--- src/rtl/ebt_pkg.sv ---
package ebt_pkg;
   localparam logic [3:0] ADDR_COUNT = 4'h0;
   localparam logic [3:0] ADDR_OPTION = 4'h4;
   localparam logic [3:0] ADDR_STATUS = 4'h8;
   localparam logic [3:0] ADDR_MASK = 4'hC;
   localparam int OPT_PSA_BIT = 3;
   localparam int OPT_SE_BIT = 4;
   localparam int OPT_CS_BIT = 5;
   localparam int IRQ_FLAG_BIT = 2;
   localparam int IRQ_EN_BIT = 5;
   localparam logic [7:0] OPTION_RST = 8'hFF;
   localparam logic [7:0] COUNT_MAX = 8'hFF;
   localparam logic [7:0] COUNT_ZERO = 8'h00;
   localparam logic [1:0] INHIBIT_CYCLES = 2'h2;
   localparam logic [1:0] RESP_OKAY = 2'h0;
   localparam logic [1:0] RESP_SLVERR = 2'h2;
   typedef struct packed {
      logic cs;
      logic se;
      logic psa;
      logic [2:0] ps;
   } ebt_opt_s;
endpackage

--- src/rtl/ebt_timer.sv ---
// Contract
// - The count is eight bits, wraps from FFh to 00h and each wrap is an overflow event.
// - With clock source select clear and no prescaler, the count advances every cycle.
// - A software write to the count blocks counting for the next two cycles.
// - With clock source select set, the count advances on external input edges.
// - Source edge select clear counts rising edges, set counts falling edges.
// - An 8-bit programmable prescaler is shared with the watchdog and assigned to one user.
// - Overflow sets the flag; interrupt only while enabled; software clears the flag.
// - The counter stops during sleep, so its overflow cannot wake the core.
//
// Chosen here: register access over AXI4-Lite and the placing of the registers.
`timescale 1ns/1ps
`default_nettype none
module ebt_timer (
   input wire logic clk_i,
   input wire logic rst_i,
   input wire logic ce_i,
   input wire logic sleep_i,
   input wire logic ext_count_i,
   input wire logic wdt_tick_i,
   output logic wdt_tc_o,
   output logic irq_o,
   input wire logic [31:0] s_axi_awaddr,
   input wire logic s_axi_awvalid,
   output logic s_axi_awready,
   input wire logic [31:0] s_axi_wdata,
   input wire logic [3:0] s_axi_wstrb,
   input wire logic s_axi_wvalid,
   output logic s_axi_wready,
   output logic [1:0] s_axi_bresp,
   output logic s_axi_bvalid,
   input wire logic s_axi_bready,
   input wire logic [31:0] s_axi_araddr,
   input wire logic s_axi_arvalid,
   output logic s_axi_arready,
   output logic [31:0] s_axi_rdata,
   output logic [1:0] s_axi_rresp,
   output logic s_axi_rvalid,
   input wire logic s_axi_rready
);
   logic [7:0] count_r;
   logic [7:0] option_r;
   logic [7:0] irqctl_r;
   logic [1:0] inhibit_r;
   logic [3:0] aw_addr_r;
   logic aw_have_r;
   logic [31:0] w_data_r;
   logic w_have_r;
   logic w_strb_r;
   logic psc_tc;
   logic ext_edge;
   logic wdt_tc_int;
   ebt_pkg::ebt_opt_s opt;

   function automatic logic mapped(input logic [3:0] a);
      mapped = (a == ebt_pkg::ADDR_COUNT) || (a == ebt_pkg::ADDR_OPTION)
         || (a == ebt_pkg::ADDR_STATUS) || (a == ebt_pkg::ADDR_MASK);
   endfunction

   assign opt = ebt_pkg::ebt_opt_s'(option_r[5:0]);

   // Core ticks: stopped in sleep
   wire run = ce_i & ~sleep_i;
   wire src_tick = opt.cs ? ext_edge : 1'b1;
   wire psc_to_tmr = ~opt.psa;
   wire psc_in = psc_to_tmr ? (src_tick & ~sleep_i) : wdt_tick_i;
   wire tmr_tick = psc_to_tmr ? psc_tc : src_tick;

   // Write channel
   wire aw_ok = s_axi_awvalid & s_axi_awready;
   wire w_ok = s_axi_wvalid & s_axi_wready;
   wire aw_in_range = (s_axi_awaddr[31:4] == 28'h0);
   wire [3:0] wa = aw_have_r ? aw_addr_r : s_axi_awaddr[3:0];
   wire [31:0] wd = w_have_r ? w_data_r : s_axi_wdata;
   // Strobe kept with data taken ahead of the address
   wire ws = w_have_r ? w_strb_r : s_axi_wstrb[0];
   wire wa_ok = aw_have_r | aw_in_range;
   wire wr_go = (aw_have_r | aw_ok) & (w_have_r | w_ok) & ~s_axi_bvalid;
   wire wr_en = wr_go & ws & wa_ok;
   wire wr_count = wr_en & (wa == ebt_pkg::ADDR_COUNT);
   wire wr_option = wr_en & (wa == ebt_pkg::ADDR_OPTION);
   wire wr_mask = wr_en & (wa == ebt_pkg::ADDR_MASK);
   wire [1:0] wr_resp = mapped(wa) && wa_ok ? ebt_pkg::RESP_OKAY : ebt_pkg::RESP_SLVERR;

   // Read channel
   wire rd_go = s_axi_arvalid & s_axi_arready;
   wire [3:0] ra = s_axi_araddr[3:0];
   wire ar_in_range = (s_axi_araddr[31:4] == 28'h0);
   wire rd_status = rd_go & ar_in_range & (ra == ebt_pkg::ADDR_STATUS);
   wire [7:0] rd_sel = (ra == ebt_pkg::ADDR_COUNT) ? count_r :
      (ra == ebt_pkg::ADDR_OPTION) ? option_r :
      (ra == ebt_pkg::ADDR_STATUS) ? irqctl_r :
      (ra == ebt_pkg::ADDR_MASK) ? irqctl_r : 8'h00;
   // Out-of-range addresses alias nothing and read as zero
   wire [7:0] rd_mux = ar_in_range ? rd_sel : 8'h00;
   wire [1:0] rd_resp = mapped(ra) && ar_in_range ? ebt_pkg::RESP_OKAY : ebt_pkg::RESP_SLVERR;

   // Count path
   wire can_count = run & (inhibit_r == 2'h0) & tmr_tick;
   wire ovf = can_count & (count_r == ebt_pkg::COUNT_MAX);
   wire [7:0] count_nxt = wr_count ? wd[7:0] : (can_count ? count_r + 8'h01 : count_r);

   // Flag: set wins over clear
   logic flag_nxt;
   always_comb begin
      flag_nxt = irqctl_r[ebt_pkg::IRQ_FLAG_BIT];
      if (rd_status) begin
         flag_nxt = 1'b0;
      end
      if (wr_mask) begin
         flag_nxt = wd[ebt_pkg::IRQ_FLAG_BIT];
      end
      if (ovf) begin
         flag_nxt = 1'b1;
      end
   end

   ebt_prescaler u_psc (
      .clk_i(clk_i),
      .rst_i(rst_i),
      .ce_i(ce_i),
      .clr_i(wr_count | wr_option),
      .tick_i(psc_in),
      .rate_i(opt.ps),
      .tc_o(psc_tc)
   );

   ebt_edge_sync u_sync (
      .clk_i(clk_i),
      .rst_i(rst_i),
      .ce_i(run),
      .pin_i(ext_count_i),
      .fall_sel_i(opt.se),
      .edge_o(ext_edge)
   );

   assign wdt_tc_int = ~psc_to_tmr ? psc_tc : wdt_tick_i;

   // Write reloads the hold-off, which drains only while the core runs
   wire [1:0] inhibit_nxt = wr_count ? ebt_pkg::INHIBIT_CYCLES :
      ((inhibit_r != 2'h0) && run) ? inhibit_r - 2'h1 : inhibit_r;

   always_ff @(posedge clk_i) begin
      if (rst_i) begin
         count_r <= ebt_pkg::COUNT_ZERO;
      end else if (ce_i) begin
         count_r <= count_nxt;
      end
   end

   always_ff @(posedge clk_i) begin
      if (rst_i) begin
         inhibit_r <= 2'h0;
      end else if (ce_i) begin
         inhibit_r <= inhibit_nxt;
      end
   end

   always_ff @(posedge clk_i) begin
      if (rst_i) begin
         option_r <= ebt_pkg::OPTION_RST;
      end else if (ce_i) begin
         if (wr_option) begin
            option_r <= wd[7:0];
         end
      end
   end

   always_ff @(posedge clk_i) begin
      if (rst_i) begin
         irqctl_r <= 8'h00;
      end else if (ce_i) begin
         if (wr_mask) begin
            irqctl_r[7:3] <= wd[7:3];
            irqctl_r[1:0] <= wd[1:0];
         end
         irqctl_r[ebt_pkg::IRQ_FLAG_BIT] <= flag_nxt;
      end
   end

   always_ff @(posedge clk_i) begin
      if (rst_i) begin
         irq_o <= 1'b0;
         wdt_tc_o <= 1'b0;
      end else if (ce_i) begin
         irq_o <= flag_nxt & irqctl_r[ebt_pkg::IRQ_EN_BIT];
         wdt_tc_o <= wdt_tc_int;
      end
   end

   // AXI4-Lite write address
   always_ff @(posedge clk_i) begin
      if (rst_i) begin
         s_axi_awready <= 1'b0;
         aw_have_r <= 1'b0;
         aw_addr_r <= 4'h0;
      end else if (ce_i) begin
         s_axi_awready <= ~aw_have_r & ~aw_ok & ~s_axi_bvalid;
         if (wr_go) begin
            aw_have_r <= 1'b0;
         end else if (aw_ok) begin
            aw_have_r <= 1'b1;
            aw_addr_r <= aw_in_range ? s_axi_awaddr[3:0] : 4'h1;
         end
      end
   end

   // AXI4-Lite write data
   always_ff @(posedge clk_i) begin
      if (rst_i) begin
         s_axi_wready <= 1'b0;
         w_have_r <= 1'b0;
         w_data_r <= 32'h0000_0000;
         w_strb_r <= 1'b0;
      end else if (ce_i) begin
         s_axi_wready <= ~w_have_r & ~w_ok & ~s_axi_bvalid;
         if (wr_go) begin
            w_have_r <= 1'b0;
         end else if (w_ok) begin
            w_have_r <= 1'b1;
            w_data_r <= s_axi_wdata;
            w_strb_r <= s_axi_wstrb[0];
         end
      end
   end

   // AXI4-Lite write response
   always_ff @(posedge clk_i) begin
      if (rst_i) begin
         s_axi_bvalid <= 1'b0;
         s_axi_bresp <= ebt_pkg::RESP_OKAY;
      end else if (ce_i) begin
         if (wr_go) begin
            s_axi_bvalid <= 1'b1;
            s_axi_bresp <= wr_resp;
         end else if (s_axi_bvalid && s_axi_bready) begin
            s_axi_bvalid <= 1'b0;
         end
      end
   end

   // AXI4-Lite read address
   always_ff @(posedge clk_i) begin
      if (rst_i) begin
         s_axi_arready <= 1'b0;
      end else if (ce_i) begin
         s_axi_arready <= ~s_axi_rvalid & ~rd_go;
      end
   end

   // AXI4-Lite read data
   always_ff @(posedge clk_i) begin
      if (rst_i) begin
         s_axi_rvalid <= 1'b0;
         s_axi_rdata <= 32'h0000_0000;
         s_axi_rresp <= ebt_pkg::RESP_OKAY;
      end else if (ce_i) begin
         if (rd_go) begin
            s_axi_rvalid <= 1'b1;
            s_axi_rdata <= {24'h000000, rd_mux};
            s_axi_rresp <= rd_resp;
         end else if (s_axi_rvalid && s_axi_rready) begin
            s_axi_rvalid <= 1'b0;
         end
      end
   end
endmodule // ebt_timer
`default_nettype wire

--- src/rtl/ebt_edge_sync.sv ---
`timescale 1ns/1ps
`default_nettype none
module ebt_edge_sync (
   input wire logic clk_i,
   input wire logic rst_i,
   input wire logic ce_i,
   input wire logic pin_i,
   input wire logic fall_sel_i,
   output logic edge_o
);
   logic s1_r;
   logic s2_r;
   logic s3_r;
   wire rise = s2_r & ~s3_r;
   wire fall = ~s2_r & s3_r;
   always_ff @(posedge clk_i) begin
      if (rst_i) begin
         s1_r <= 1'b0;
         s2_r <= 1'b0;
         s3_r <= 1'b0;
         edge_o <= 1'b0;
      end else if (ce_i) begin
         s1_r <= pin_i;
         s2_r <= s1_r;
         s3_r <= s2_r;
         edge_o <= fall_sel_i ? fall : rise;
      end
   end
endmodule // ebt_edge_sync
`default_nettype wire

--- src/rtl/ebt_prescaler.sv ---
`timescale 1ns/1ps
`default_nettype none
module ebt_prescaler (
   input wire logic clk_i,
   input wire logic rst_i,
   input wire logic ce_i,
   input wire logic clr_i,
   input wire logic tick_i,
   input wire logic [2:0] rate_i,
   output logic tc_o
);
   logic [7:0] cnt_r;
   wire [7:0] mask = 8'(({1'b0, 8'h01} << (4'(rate_i) + 4'h1)) - 9'h001);
   wire [7:0] cnt_nxt = cnt_r + 8'h01;
   always_ff @(posedge clk_i) begin
      if (rst_i) begin
         cnt_r <= 8'h00;
         tc_o <= 1'b0;
      end else if (ce_i) begin
         tc_o <= 1'b0;
         if (clr_i) begin
            cnt_r <= 8'h00;
         end else if (tick_i) begin
            cnt_r <= cnt_nxt;
            tc_o <= ((cnt_nxt & mask) == 8'h00);
         end
      end
   end
endmodule // ebt_prescaler
`default_nettype wire

--- config.mk ---
export PLATFORM = sky130hd
export DESIGN_NAME = ebt_timer
export DESIGN_NICKNAME = d
export VERILOG_FILES = /design/src/rtl/ebt_pkg.sv /design/src/rtl/ebt_timer.sv /design/src/rtl/ebt_edge_sync.sv /design/src/rtl/ebt_prescaler.sv
export SDC_FILE = /design/constraint.sdc
export NUM_CORES = 1
export LEC_CHECK = 0
export ABC_AREA = 1
export BUFFER_PORTS_ARGS = -buffer_cell sky130_fd_sc_hd__buf_2
export CORE_UTILIZATION = 51
export CTS_BUF_LIST = sky130_fd_sc_hd__clkbuf_8
export CTS_CLUSTER_DIAMETER = 50
export DETAILED_ROUTE_END_ITERATION = 12
export GPL_TIMING_DRIVEN = 0
export MAX_ROUTING_LAYER = met4
export PLACE_DENSITY = 0.94
export SLEW_MARGIN = 20
export SYNTH_ARGS = -nofsm -noshare
export SYNTH_HDL_FRONTEND = slang
export SYNTH_HIERARCHICAL = 1
export SYNTH_SLANG_ARGS = --single-unit
--- constraint.sdc ---
create_clock -name clk_i -period 2.3 [get_ports clk_i]
set_input_delay 0.46 -clock clk_i [delete_from_list [all_inputs] [get_ports clk_i]]
set_output_delay 0.46 -clock clk_i [all_outputs]
set_load 0.05 [all_outputs]
== Yosys cells after proc, flatten, opt, wreduce, memory -nomap -nowiden ==
Cells that the tools add are included.
W data, S select, Z words.
Word-level totals
  memory bits (read-only): 0
  flip-flop bits (word level): 73
  latch bits: 0
  input port bits: 111
  logic and storage cells: 153
  memories kept: 0
  output and inout port bits: 43
  bits in writable memories: 0
Operators by class
  multiplexer cells: 35
  reduce and logical (&&, ||, !) cells: 38
  divide/modulo/power cells: 0
  $lt $le $gt $ge: 0
  bitwise logic cells: 41
  add/sub/neg operators: 5
  shift-type cells: 1
  eq/ne operators: 7
  multipliers: 0
Operator list (number)
  $mux W8: 10
  $logic_not A28 Y1: 2
  $and A1 B1 Y1: 25
  $reduce_and A2 Y1: 11
  $mux W1: 19
  $add A8 B1 Y8 const B: 2
  $eq A4 B4 Y1 const B: 4
  $reduce_bool A2 Y1: 8
  $not A1 Y1: 11
  $and A8 B8 Y8: 1
  $eq A4 B3 Y1 const B: 2
  $eq A8 B8 Y1 const B: 1
  $logic_not A4 Y1: 2
  $logic_not A8 Y1: 1
  $mux W2: 4
  $mux W4: 2
  $shl A1 B4 Y8 const A: 1
  $sub A8 B1 Y8 const B: 1
  $logic_or A1 B1 Y1: 6
  $reduce_and A3 Y1: 2
  $logic_and A1 B1 Y1: 5
  $add A3 B1 Y4 const B: 1
  $or A1 B1 Y1: 4
  $logic_not A2 Y1: 1
  $sub A2 B1 Y2 const B: 1

== Longest topological paths before layout ==
Gate-level depths: netlist of run 1.
  word-level depth: 10
  mapped depth: 14
  mapped depth without buffers: 14

== Cells and area by module ==
The synthesis of run 1 kept the hierarchy.
Modules (own cells, without submodules)
  ebt_timer: area an instance 3241.9 um^2, seq. area each 1161.1 um^2, cells each 480, instances 1
  ebt_prescaler: area an instance 651.9 um^2, seq. area each 180.2 um^2, cells each 105, instances 1
  ebt_edge_sync: area an instance 165.2 um^2, seq. area each 80.1 um^2, cells each 22, instances 1

== Worst setup path before layout of run 1 ==
No wires, ideal clock.
  path type: reg2reg
  start: register s_axi_bvalid
  end: register u_psc.tc_o
  required time: 2230 ps
  slack: 180 ps
  library setup time: 70 ps
  cell stages (with the launch flop): 13
  clock period less this slack: 2120 ps
  path buffers: 1
  data arrival time: 2050 ps
  cells stage by stage: dfxtp_1 > inv_1 > nand3_4 > a21oi_4 > nand4_1 > buf_2 > nand2_1 > or2_1 > nor2_1 > nand2_1 > nor2_1 > nand4_1 > a21oi_1
Between the ends
  longest elaborated chain between the ends: 7
  elaborated cells on any way between the ends: 8
  classes of those cells: mux: 1; bitwise: 7
Ends and longest elaborated chain
  start: declaration: RTL line ebt_timer.sv:31  | output logic s_axi_bvalid,
  start signal: assignment: RTL line ebt_timer.sv:230  | s_axi_bvalid <= 1'b0;
  start signal: assignment: RTL line ebt_timer.sv:234  | s_axi_bvalid <= 1'b1;
  start signal: assignment: RTL line ebt_timer.sv:237  | s_axi_bvalid <= 1'b0;
  $not A1 Y1 *: RTL line ebt_timer.sv:78  | wire wr_go = (aw_have_r | aw_ok) & (w_have_r | w_ok) & ~s_axi_bvalid;
  $and A1 B1 Y1 *: RTL line ebt_timer.sv:78
  $and A1 B1 Y1 * (2 in a row): RTL line ebt_timer.sv:79  | wire wr_en = wr_go & ws & wa_ok;
  $and A1 B1 Y1 (on tied branches): RTL line ebt_timer.sv:80, ebt_timer.sv:81
  $or A1 B1 Y1 *: RTL line ebt_timer.sv:122  | .clr_i(wr_count | wr_option),
  $mux W1 *: RTL line ebt_prescaler.sv:21  | if (clr_i) begin
  end signal: assignment: RTL line ebt_prescaler.sv:25  | tc_o <= ((cnt_nxt & mask) == 8'h00);
  end: declaration: RTL line ebt_prescaler.sv:10  | output logic tc_o
Mark *: on every way between the ends. The rest lies on a longest branch, timed or not.
A chain may end at the register's enable or synchronous reset.

== Final worst setup path of run 1 ==
  start: register aw_have_r
  end: register u_psc.tc_o
Between the ends
  longest elaborated chain between the ends: 8
  elaborated cells on any way between the ends: 13
  classes of those cells: eq/ne: 1; mux: 2; bitwise: 9; reduce/logical: 1
Ends and longest elaborated chain
  start: declaration: RTL line ebt_timer.sv:46  | logic aw_have_r;
  start signal: assignment: RTL line ebt_timer.sv:195  | aw_have_r <= 1'b0;
  start signal: assignment: RTL line ebt_timer.sv:200  | aw_have_r <= 1'b0;
  start signal: assignment: RTL line ebt_timer.sv:202  | aw_have_r <= 1'b1;
  $or A1 B1 Y1: RTL line ebt_timer.sv:78
  $and A1 B1 Y1 (2 in a row): RTL line ebt_timer.sv:78
  $and A1 B1 Y1 (2 in a row): RTL line ebt_timer.sv:79
  $and A1 B1 Y1 (on tied branches): RTL line ebt_timer.sv:80, ebt_timer.sv:81
  $or A1 B1 Y1 *: RTL line ebt_timer.sv:122
  $mux W1 *: RTL line ebt_prescaler.sv:21
Marks and branches as above.

==> impl_metrics.ini, run 1 <==
[floorplanning]
die-area_um2 = 8320
die_h_um = 91.2
start_util_pct = 52.5
core_area_um2 = 7730
die_w_um = 91.2
rows = 32
ios = 154

[layout]
final_cell_mix = nand2_1 (141), nor2_1 (111), buf_2 (103)
layout-drive-gt1-share_pct = 23.8
diodes = 0
layout_commonest_cell = nand2_1
final_util_pct = 64.7
syn2layout_area_growth_pct = 23.2
final_cells = 850
finalNetCount = 858

[yosys]
synth_area_um2 = 4060
syn_area_per_cell_um2 = 6.69
synth_top_cell_by_area = dfxtp_1
synth_top_area_share_pct = 35.0
yosysSeqAreaShare_pct = 35.0
yosysUniqueCellTypes = 43
yosys_warnings = 6
synthCells = 607
synth-seq-cells = 71
synthTopCellsByArea = dfxtp_1 (35%), nand2_1 (13%), nor2_1 (10%), a21oi_1 (5.4%), buf_4 (4.8%)

[worst_setup_path]
path_max_fanout = 10
crit_path_top_delay_cell = dfxtp_2
path_class = flop to flop
ff2ff_setup_slack_ns = 0.17
cpMostUsedCell = nand2_1
slowest_delay_ns = 0.38
r2r-start = aw_have_r
worstSetupStartpointType = flop
path_cells = inv_2 > nand2_1 > nand2_1 > inv_1 > nor2_1 > nand4_1 > clkbuf_4 > nand2_1 > or2_1 > nor2_1 > nand2_1 > nor2_1 > nand4_1 > a21oi_1
worstRegToRegCells = 14
end_kind = flop
required_ns = 2.59
crit_arrival_ns = 2.42
r2r-end = u_psc/tc_o

[global_routing]
grt_first_pass_wirelength_um = 18000
grt_pass1_vias = 4120
grt_max_degree = 13
grt-ovfl-total = 0
grtUsageTotal_pct = 27.8
antenna_found_initial = 0

[hold_path]
min_from = s_axi_wdata[4]
holdPathEnd = w_data_r[4]
whs_path_depth = 3
min_path_type = primary input to flop

[drt]
drt_iter0_drc = 410
viasPerCell = 5.19
routed-wl-met2_um = 5560
vias = 4408
ant_nets = 0
wl_per_cell_um = 12.8
remaining_drc_errors = 0
m1WireLength_um = 4240
dr.pass1.iters = 5
top_layer = met4
wl_met3_um = 783
wl_um = 10800

[cts]
cts_num_sinks = 71
cts_buffers = 9
cts-root-buf = clkbuf_8
path_clk_slew_ns = 0.07
htreeDepth = 3
clk_latency_ns = 0.36
cts_tree = built
ctsHoldBuffers = 0
max-clock-path-buffers = 2

[power_and_ir_drop]
vdd_drop_max_mv = 0.462
p_leak_uw = 0.00236
power_density_nw_per_um2 = 560

[placed_design]
dp.cells = 834
routabilityCongestion = 0.947
dpl.hpwl_um = 8230
dp_slack_ns = 0.0172
portBuffers = 100

[sta]
drv_slew = 0
tightest_slew_ns = 0.820
clock.fmax_mhz = 470
worst_slack_ns = 0.172
fin_crit_sh_pct = 92.5
fin_skew_ns = 0.00469
hold_viol_final = 0
min_period_ns = 2.13
relSlewSlack_pct = 44.9
setup_violations = 0

[flow_run]
cap_viol_max_count = 0

[run_status]
status = completed
==> synthesized netlist by cell type, drive strengths merged <==
master and number:
inv 51, o21a 2, ha 4, nor2 113, o21ai 41, nand3 31
o221ai 1, buf 38, a22o 1, a211oi 3, nor3 9, conb 2
a21oi 47, or2 2, clkbuf 4, clkinv 5, nor4 1, and2 1
dfxtp 71, mux2i 7, nand4 7, xor2 6, a31oi 1, o211ai 5
o2111ai 8, nand2 145, a2111oi 1
==> cell families (layout without fill, tap and decap cells) <==
| kind of cell | count (synthesis) | after routing | share of synthesized area (%) |
|---|---|---|---|
| compound gates | 110 | 110 | 15.9 |
| xor+xnor | 6 | 6 | 1.29 |
| fa+ha+maj | 4 | 4 | 1.23 |
| buf+inv | 98 | 214 | 12.4 |
| flops | 71 | 71 | 35.0 |
| mux | 7 | 7 | 1.73 |
| other cells | 2 | 27 | 0.185 |
| simple gates | 309 | 309 | 32.3 |
==> how the worst max path moves through the flow <==
stage | from | to | slack [ns] | depth (start not counted)
3_5_place_dp | s_axi_awaddr[7] | u_psc/cnt_r[7] | 0.02 | 11
6_report | aw_have_r | u_psc/tc_o | 0.17 | 14
2_1_floorplan | s_axi_bvalid | u_psc/tc_o | 0.18 | 12
3_3_place_gp | s_axi_awaddr[7] | u_psc/cnt_r[0] | 0.06 | 11
5_1_grt | aw_have_r | u_psc/tc_o | -0.0009 | 14
4_1_cts | aw_have_r | u_psc/cnt_r[7] | 0.11 | 11
==> state kept, by name (all words and copies together), names as in the netlist, 2 cells and up <==
name / cells
option_r: 8
aw_addr_r: 4
s_axi_rdata: 8
inhibit_r: 2
u_psc/cnt_r: 8
w_data_r: 8
count_r: 8
irqctl_r: 8
==> area by class of cell <==
type	count	area (um^2)
fillers	684	2730
repair buffers	100	500
flip-flops and latches	71	1420
clock buffers	9	124
well taps	102	128
plain buffers	42	293
clock inverters	7	88.8
inverters	56	211
multi-input cells	463	2230
==> stage by stage <==
stage / power [uW] / instance area, um^2 / setup TNS [ns] / hold WS, ns
floorplan: 1600 / 4150 / 0 / 0.426
detailed placement: 1730 / 4780 / 0 / 0.453
global route: 2900 / 5000 / -0.000949 / 0.361
finish: 2800 / 5000 / 0 / 0.343
CTS: 2790 / 4990 / 0 / 0.346
global placement: 1720 / 4780 / 0 / 0.448
==> worst max-delay path, delay by kind of cell (launching register included) <==
| kind | cells | cell delay [ns] |
|---|---|---|
| AND/OR/NAND/NOR | 10 | 1.10 |
| buffers and inverters | 3 | 0.44 |
| flip-flops | 1 | 0.38 |
| AO/OA/AOI/OAI | 1 | 0.13 |
==> power by group <==
group          internal (uW)  total [uW]  switching [uW]
clock network            602        1090             491
registers               1250        1270            18.6
logic                    144         438             294
==> metal layers <==
layer,vias to the layer above,GRT usage (%)
met5,-,-
met4,0,10.7
met3,34,6.28
met2,196,49.6
met1,1988,29.9
li1,2190,-
==> what timing repair did <==
action,CTS,global route
buffers inserted,0,0
resized for setup,0,3
endpoints found under the setup margin,0,9
(Power assumes the default switching activity.)
==> run 2: changes to the inputs <==
CORE_ASPECT_RATIO = 0.75   (was not set)
==> run 2 against run 1 <==
Effect of this change: die area barely moved; clock power decreased by 21%; final cell count is 0.12% lower; worst setup slack lost 0.0024 ns; sequential share of layout area grew 0.30 points; register-to-register slack barely moved; first-iteration DRC count fell by 29%; clock skew rose by 0.0027 ns; clock-buffer cell count is the same; non-clock buffer count unchanged; combinational power grew 1%; power fell by 8.3%.
==> impl_metrics.ini, run 2 (same netlist as run 1, synthesis figures left out) <==
[worst_setup_path]
required_ns = 2.59
crit_path_top_delay_cell = dfxtp_2
cpMostUsedCell = nand2_1
path_max_fanout = 10
path_cells = inv_2 > nand2_1 > nand2_1 > inv_1 > nor2_1 > nand4_1 > buf_6 > nand2_1 > or2_1 > nor2_1 > nand2_1 > nor2_1 > nand4_1 > a21oi_1
path_class = flop to flop
cp_top_family = simple AND/OR/NAND/NOR gates
crit_arrival_ns = 2.42
worstSetupStartpointType = flop
slowest_delay_ns = 0.38
critPathBufInv = 3
end_kind = flop

[run_status]
status = completed

[power_and_ir_drop]
switching_share_pct = 31.1
p_leak_uw = 0.00235
power.switching_uw = 801
power.share.clock_pct = 33.3
vdd_drop_max_mv = 0.373
pwr-share-seq_pct = 49.4
power_density_nw_per_um2 = 520
power.total_uw = 2570
power.internal_uw = 1770
combPwrFrac_pct = 17.3

[cts]
htreeDepth = 3
cts_num_sinks = 71
clk_latency_ns = 0.36
cts_tree = built
ctsHoldBuffers = 0
path_clk_slew_ns = 0.07
cts_buffers = 9
cts-root-buf = clkbuf_8
max-clock-path-buffers = 2

[floorplanning]
die_h_um = 79.3
rows = 27
die-area_um2 = 8320
ios = 154
core_area_um2 = 7530
die_w_um = 105
start_util_pct = 53.9

[layout]
fillCellCount = 653
diodes = 0
multi_input_area_um2 = 2230
finalNetCount = 858
final_cell_mix = nand2_1 (141), nor2_1 (111), buf_2 (103)
final_util_pct = 65.7
final_cells = 849
layout_commonest_cell = nand2_1
syn2layout_area_growth_pct = 21.9
layout-drive-gt1-share_pct = 23.5
ff_latch_area_um2 = 1420

[global_routing]
grt_max_degree = 12
grt_pass1_vias = 4092
grt_first_pass_wirelength_um = 18400
grt-ovfl-total = 0
grtUsageTotal_pct = 28.9
antenna_found_initial = 0

[sta]
setup_violations = 0
drv_slew = 0
clock.fmax_mhz = 469
fin_skew_ns = 0.00742
worst_slack_ns = 0.169
min_period_ns = 2.13
hold_viol_final = 0
tightest_slew_ns = 0.711
fin_crit_sh_pct = 92.6
relSlewSlack_pct = 52.2
setup_tns_ns = 0

[placed_design]
dp.cells = 833
routabilityCongestion = 0.966
dpl.hpwl_um = 8570
dp_slack_ns = 0.0145
portBuffers = 100

[drt]
vias = 4450
dr.pass1.iters = 5
remaining_drc_errors = 0
drt_iter0_drc = 292
viasPerCell = 5.24
ant_nets = 0
wl_per_cell_um = 13.4
wl_um = 11300

[flow_run]
cap_viol_max_count = 0

[hold_path]
min_path_type = primary input to flop
-- run 2: stage by stage --
step           hold slack, ns  instance area [um^2]
2_1_floorplan           0.426                  4150
3_3_place_gp            0.448                  4780
3_5_place_dp            0.459                  4780
4_1_cts                 0.335                  4940
5_1_grt                 0.352                  4950
6_report                0.334                  4950
-- run 2: layout make-up --
cell class / count / share of cell area, %
clock buffers: 9 / 2.50
clock inverters: 7 / 0.683
plain buffers: 42 / 5.99
multi-input cells: 463 / 45.1
repair buffers: 100 / 10.1
inverters: 56 / 4.27
well taps: 101 / 2.55
flip-flops and latches: 71 / 28.7
-- run 2: worst paths after layout --
check / end / slack, ns / from / depth (start not counted)
max: u_psc/tc_o / 0.17 / aw_have_r / 14
min: w_data_r[3] / 0.33 / s_axi_wdata[3] / 3
min reg2reg: s_axi_rdata[6] / 0.47 / s_axi_rdata[6] / 2
max reg2reg: u_psc/tc_o / 0.17 / aw_have_r / 14
-- run 2: timing repair --
| item | in CTS | in global routing |
|---|---|---|
| setup buffers | 0 | 0 |
| resized for setup | 0 | 5 |
| endpoints found under the setup margin | 0 | 9 |
-- run 2: metal layers --
layer | routed length (um) | GRT usage, %
met5 | 0 | -
met2 | 5150 | 47.0
met4 | 238 | 10.3
met1 | 4690 | 33.9
met3 | 1260 | 9.11
-- run 2: power by group through the flow --
stage / registers, uW / clock network (uW) / logic, uW
6_report: 1270 / 856 / 444
5_1_grt: 1270 / 906 / 481
4_1_cts: 1270 / 852 / 435
3_5_place_dp: 1300 / 0 / 433
3_3_place_gp: 1300 / 0 / 422
2_1_floorplan: 1320 / 0 / 275
-- run 2: worst register-to-register path, cell delays in order (launching register included) --
cell	delay, ns
dfxtp_2	0.38
inv_2	0.09
nand2_1	0.07
nand2_1	0.07
inv_1	0.11
nor2_1	0.07
nand4_1	0.17
buf_6	0.18
nand2_1	0.10
or2_1	0.28
nor2_1	0.10
nand2_1	0.06
nor2_1	0.10
nand4_1	0.12
a21oi_1	0.15
==> run 3: changes to the inputs <==
CORE_UTILIZATION = 46   (was 51)
PLACE_DENSITY = 0.9   (was 0.94)
clock period = 1.87 ns   (was 2.3 ns; I/O delays follow)
==> run 3 against run 2 <==
Effect of this change: the run now ends with setup timing left; non-clock buffer count rose by 14; via count fell by 0.47%; clock power rose by 59%; worst setup slack got worse by 0.20 ns; die area rose by 11%; worst hold slack got worse by 0.068 ns; design area rose by 6.0%; power rose by 37%; sequential cell count did not move; register-to-register slack got worse by 0.20 ns; utilization fell by 3.9 points; critical path type unchanged; highest routed layer unchanged.
==> impl_metrics.ini, run 3 (same netlist as run 1, synthesis figures left out) <==
[run_status]
status = finished with violations
failed_checks = setup timing

[floorplanning]
die_h_um = 83.4
die_w_um = 110
rows = 29
core_area_um2 = 8490
die-area_um2 = 9210
start_util_pct = 47.8
ios = 154

[cts]
cts_buffers = 9
max-clock-path-buffers = 2
cts-root-buf = clkbuf_8
cts_num_sinks = 71
path_clk_slew_ns = 0.08
htreeDepth = 3
clk_latency_ns = 0.35
cts_tree = built
ctsHoldBuffers = 0

[power_and_ir_drop]
power.share.clock_pct = 38.8
switching_share_pct = 28.4
power_density_nw_per_um2 = 669
combPwrFrac_pct = 16.7
vdd_drop_max_mv = 0.521
pwr-share-seq_pct = 44.5
power.internal_uw = 2510
power.switching_uw = 996
p_leak_uw = 0.00246

[worst_setup_path]
worstRegToRegCells = 14
path_class = flop to flop
worstSetupStartpointType = flop
path_max_fanout = 6
required_ns = 2.15
crit_arrival_ns = 2.18
end_kind = flop

[global_routing]
use_met3_pct = 7.81
grt-ovfl-total = 0
busiest_layer = met2
grt_max_degree = 13
use_met2_pct = 39.6
antenna_found_initial = 0
grt_pass1_vias = 4120
use_met1_pct = 30.3
grt_first_pass_wirelength_um = 18300
grtUsageTotal_pct = 24.7

[sta]
min_period_ns = 1.90
tightest_slew_ns = 0.776
fin_crit_sh_pct = 102
rsz0062_at_grt = true
clock.fmax_mhz = 526
worst_slack_ns = -0.0303
hold_viol_final = 0
fin_skew_ns = 0.00673
hold_slack_ns = 0.266
drv_slew = 0
setup_tns_ns = -0.0303
setup_violations = 1
relSlewSlack_pct = 47.9

[drt]
viasPerCell = 5.09
wl_per_cell_um = 13.0
vias = 4429
ant_nets = 0
drt_iter0_drc = 297
remaining_drc_errors = 0
wl_um = 11300
dr.pass1.iters = 5

[layout]
final_cell_mix = nand2_1 (135), nor2_1 (105), buf_2 (102)
multi_input_area_um2 = 2330
ff_latch_area_um2 = 1430
syn2layout_area_growth_pct = 29.2
diodes = 0
fillCellCount = 762
finalNetCount = 872
layout_commonest_cell = nand2_1
final_util_pct = 61.8
layout-drive-gt1-share_pct = 28.1
final_cells = 870

[placed_design]
portBuffers = 100
dp_slack_ns = -0.393
routabilityCongestion = 0.933
dpl.hpwl_um = 8040
dp.cells = 840

[flow_run]
cap_viol_max_count = 0

[hold_path]
whs_path_depth = 3
min_path_type = primary input to flop
-- run 3: metrics by stage --
step | area, um^2 | total power (uW)
final | 5250 | 3510
after global routing | 5250 | 3620
after CTS | 5140 | 3470
after detailed placement | 4790 | 2130
after global placement | 4790 | 2120
after floorplan | 4160 | 1960
-- run 3: final timing paths --
path,end,slack (ns),from
max reg2reg,u_psc/tc_o,-0.03,aw_have_r
min reg2reg,s_axi_rdata[2],0.46,s_axi_rdata[2]
min,w_data_r[7],0.27,s_axi_wdata[7]
max,u_psc/tc_o,-0.03,aw_have_r
-- run 3: layout make-up --
type	count	area share, %
Tap cell	108	2.58
Sequential cell	71	27.3
Multi-Input combinational cell	463	44.4
Inverter	56	4.27
Clock inverter	6	1.50
Timing Repair Buffer	114	11.5
Clock buffer	10	2.62
Buffer	42	5.77
-- run 3: timing repair --
action	4_1_cts	5_1_grt
pin swaps	8	11
resized for setup	20	22
endpoints found under the setup margin	9	30
cloned	0	0
setup buffers	10	4
-- run 3: power by group through the flow --
stage | sequential, uW | combinational, uW | clock (uW)
after detailed placement | 1600 | 530 | 0
after global routing | 1570 | 631 | 1430
after CTS | 1560 | 554 | 1350
final | 1560 | 587 | 1360
after global placement | 1600 | 522 | 0
after floorplan | 1620 | 339 | 0
-- run 3: critical path: stages, from the launching register on --
cell and delay [ns]:
dfxtp_4 0.40, inv_6 0.06, nand2_2 0.06, nand2_2 0.06, inv_2 0.08, nor2_2 0.04
nand4_1 0.14, buf_6 0.13, nand2_4 0.05, or2_4 0.26, nor2_4 0.08, nand2_1 0.06
nor2_2 0.09, nand4_1 0.15, a21oi_2 0.16
-- run 3: per-layer routing --
metal / part of all wire [%] / vias to the layer above / routed length [um]
li1: - / 2232 / -
met5: 0 / - / 0
met3: 9.3 / 21 / 1060
met2: 46 / 208 / 5210
met4: 1.4 / 0 / 161
met1: 43 / 1968 / 4900
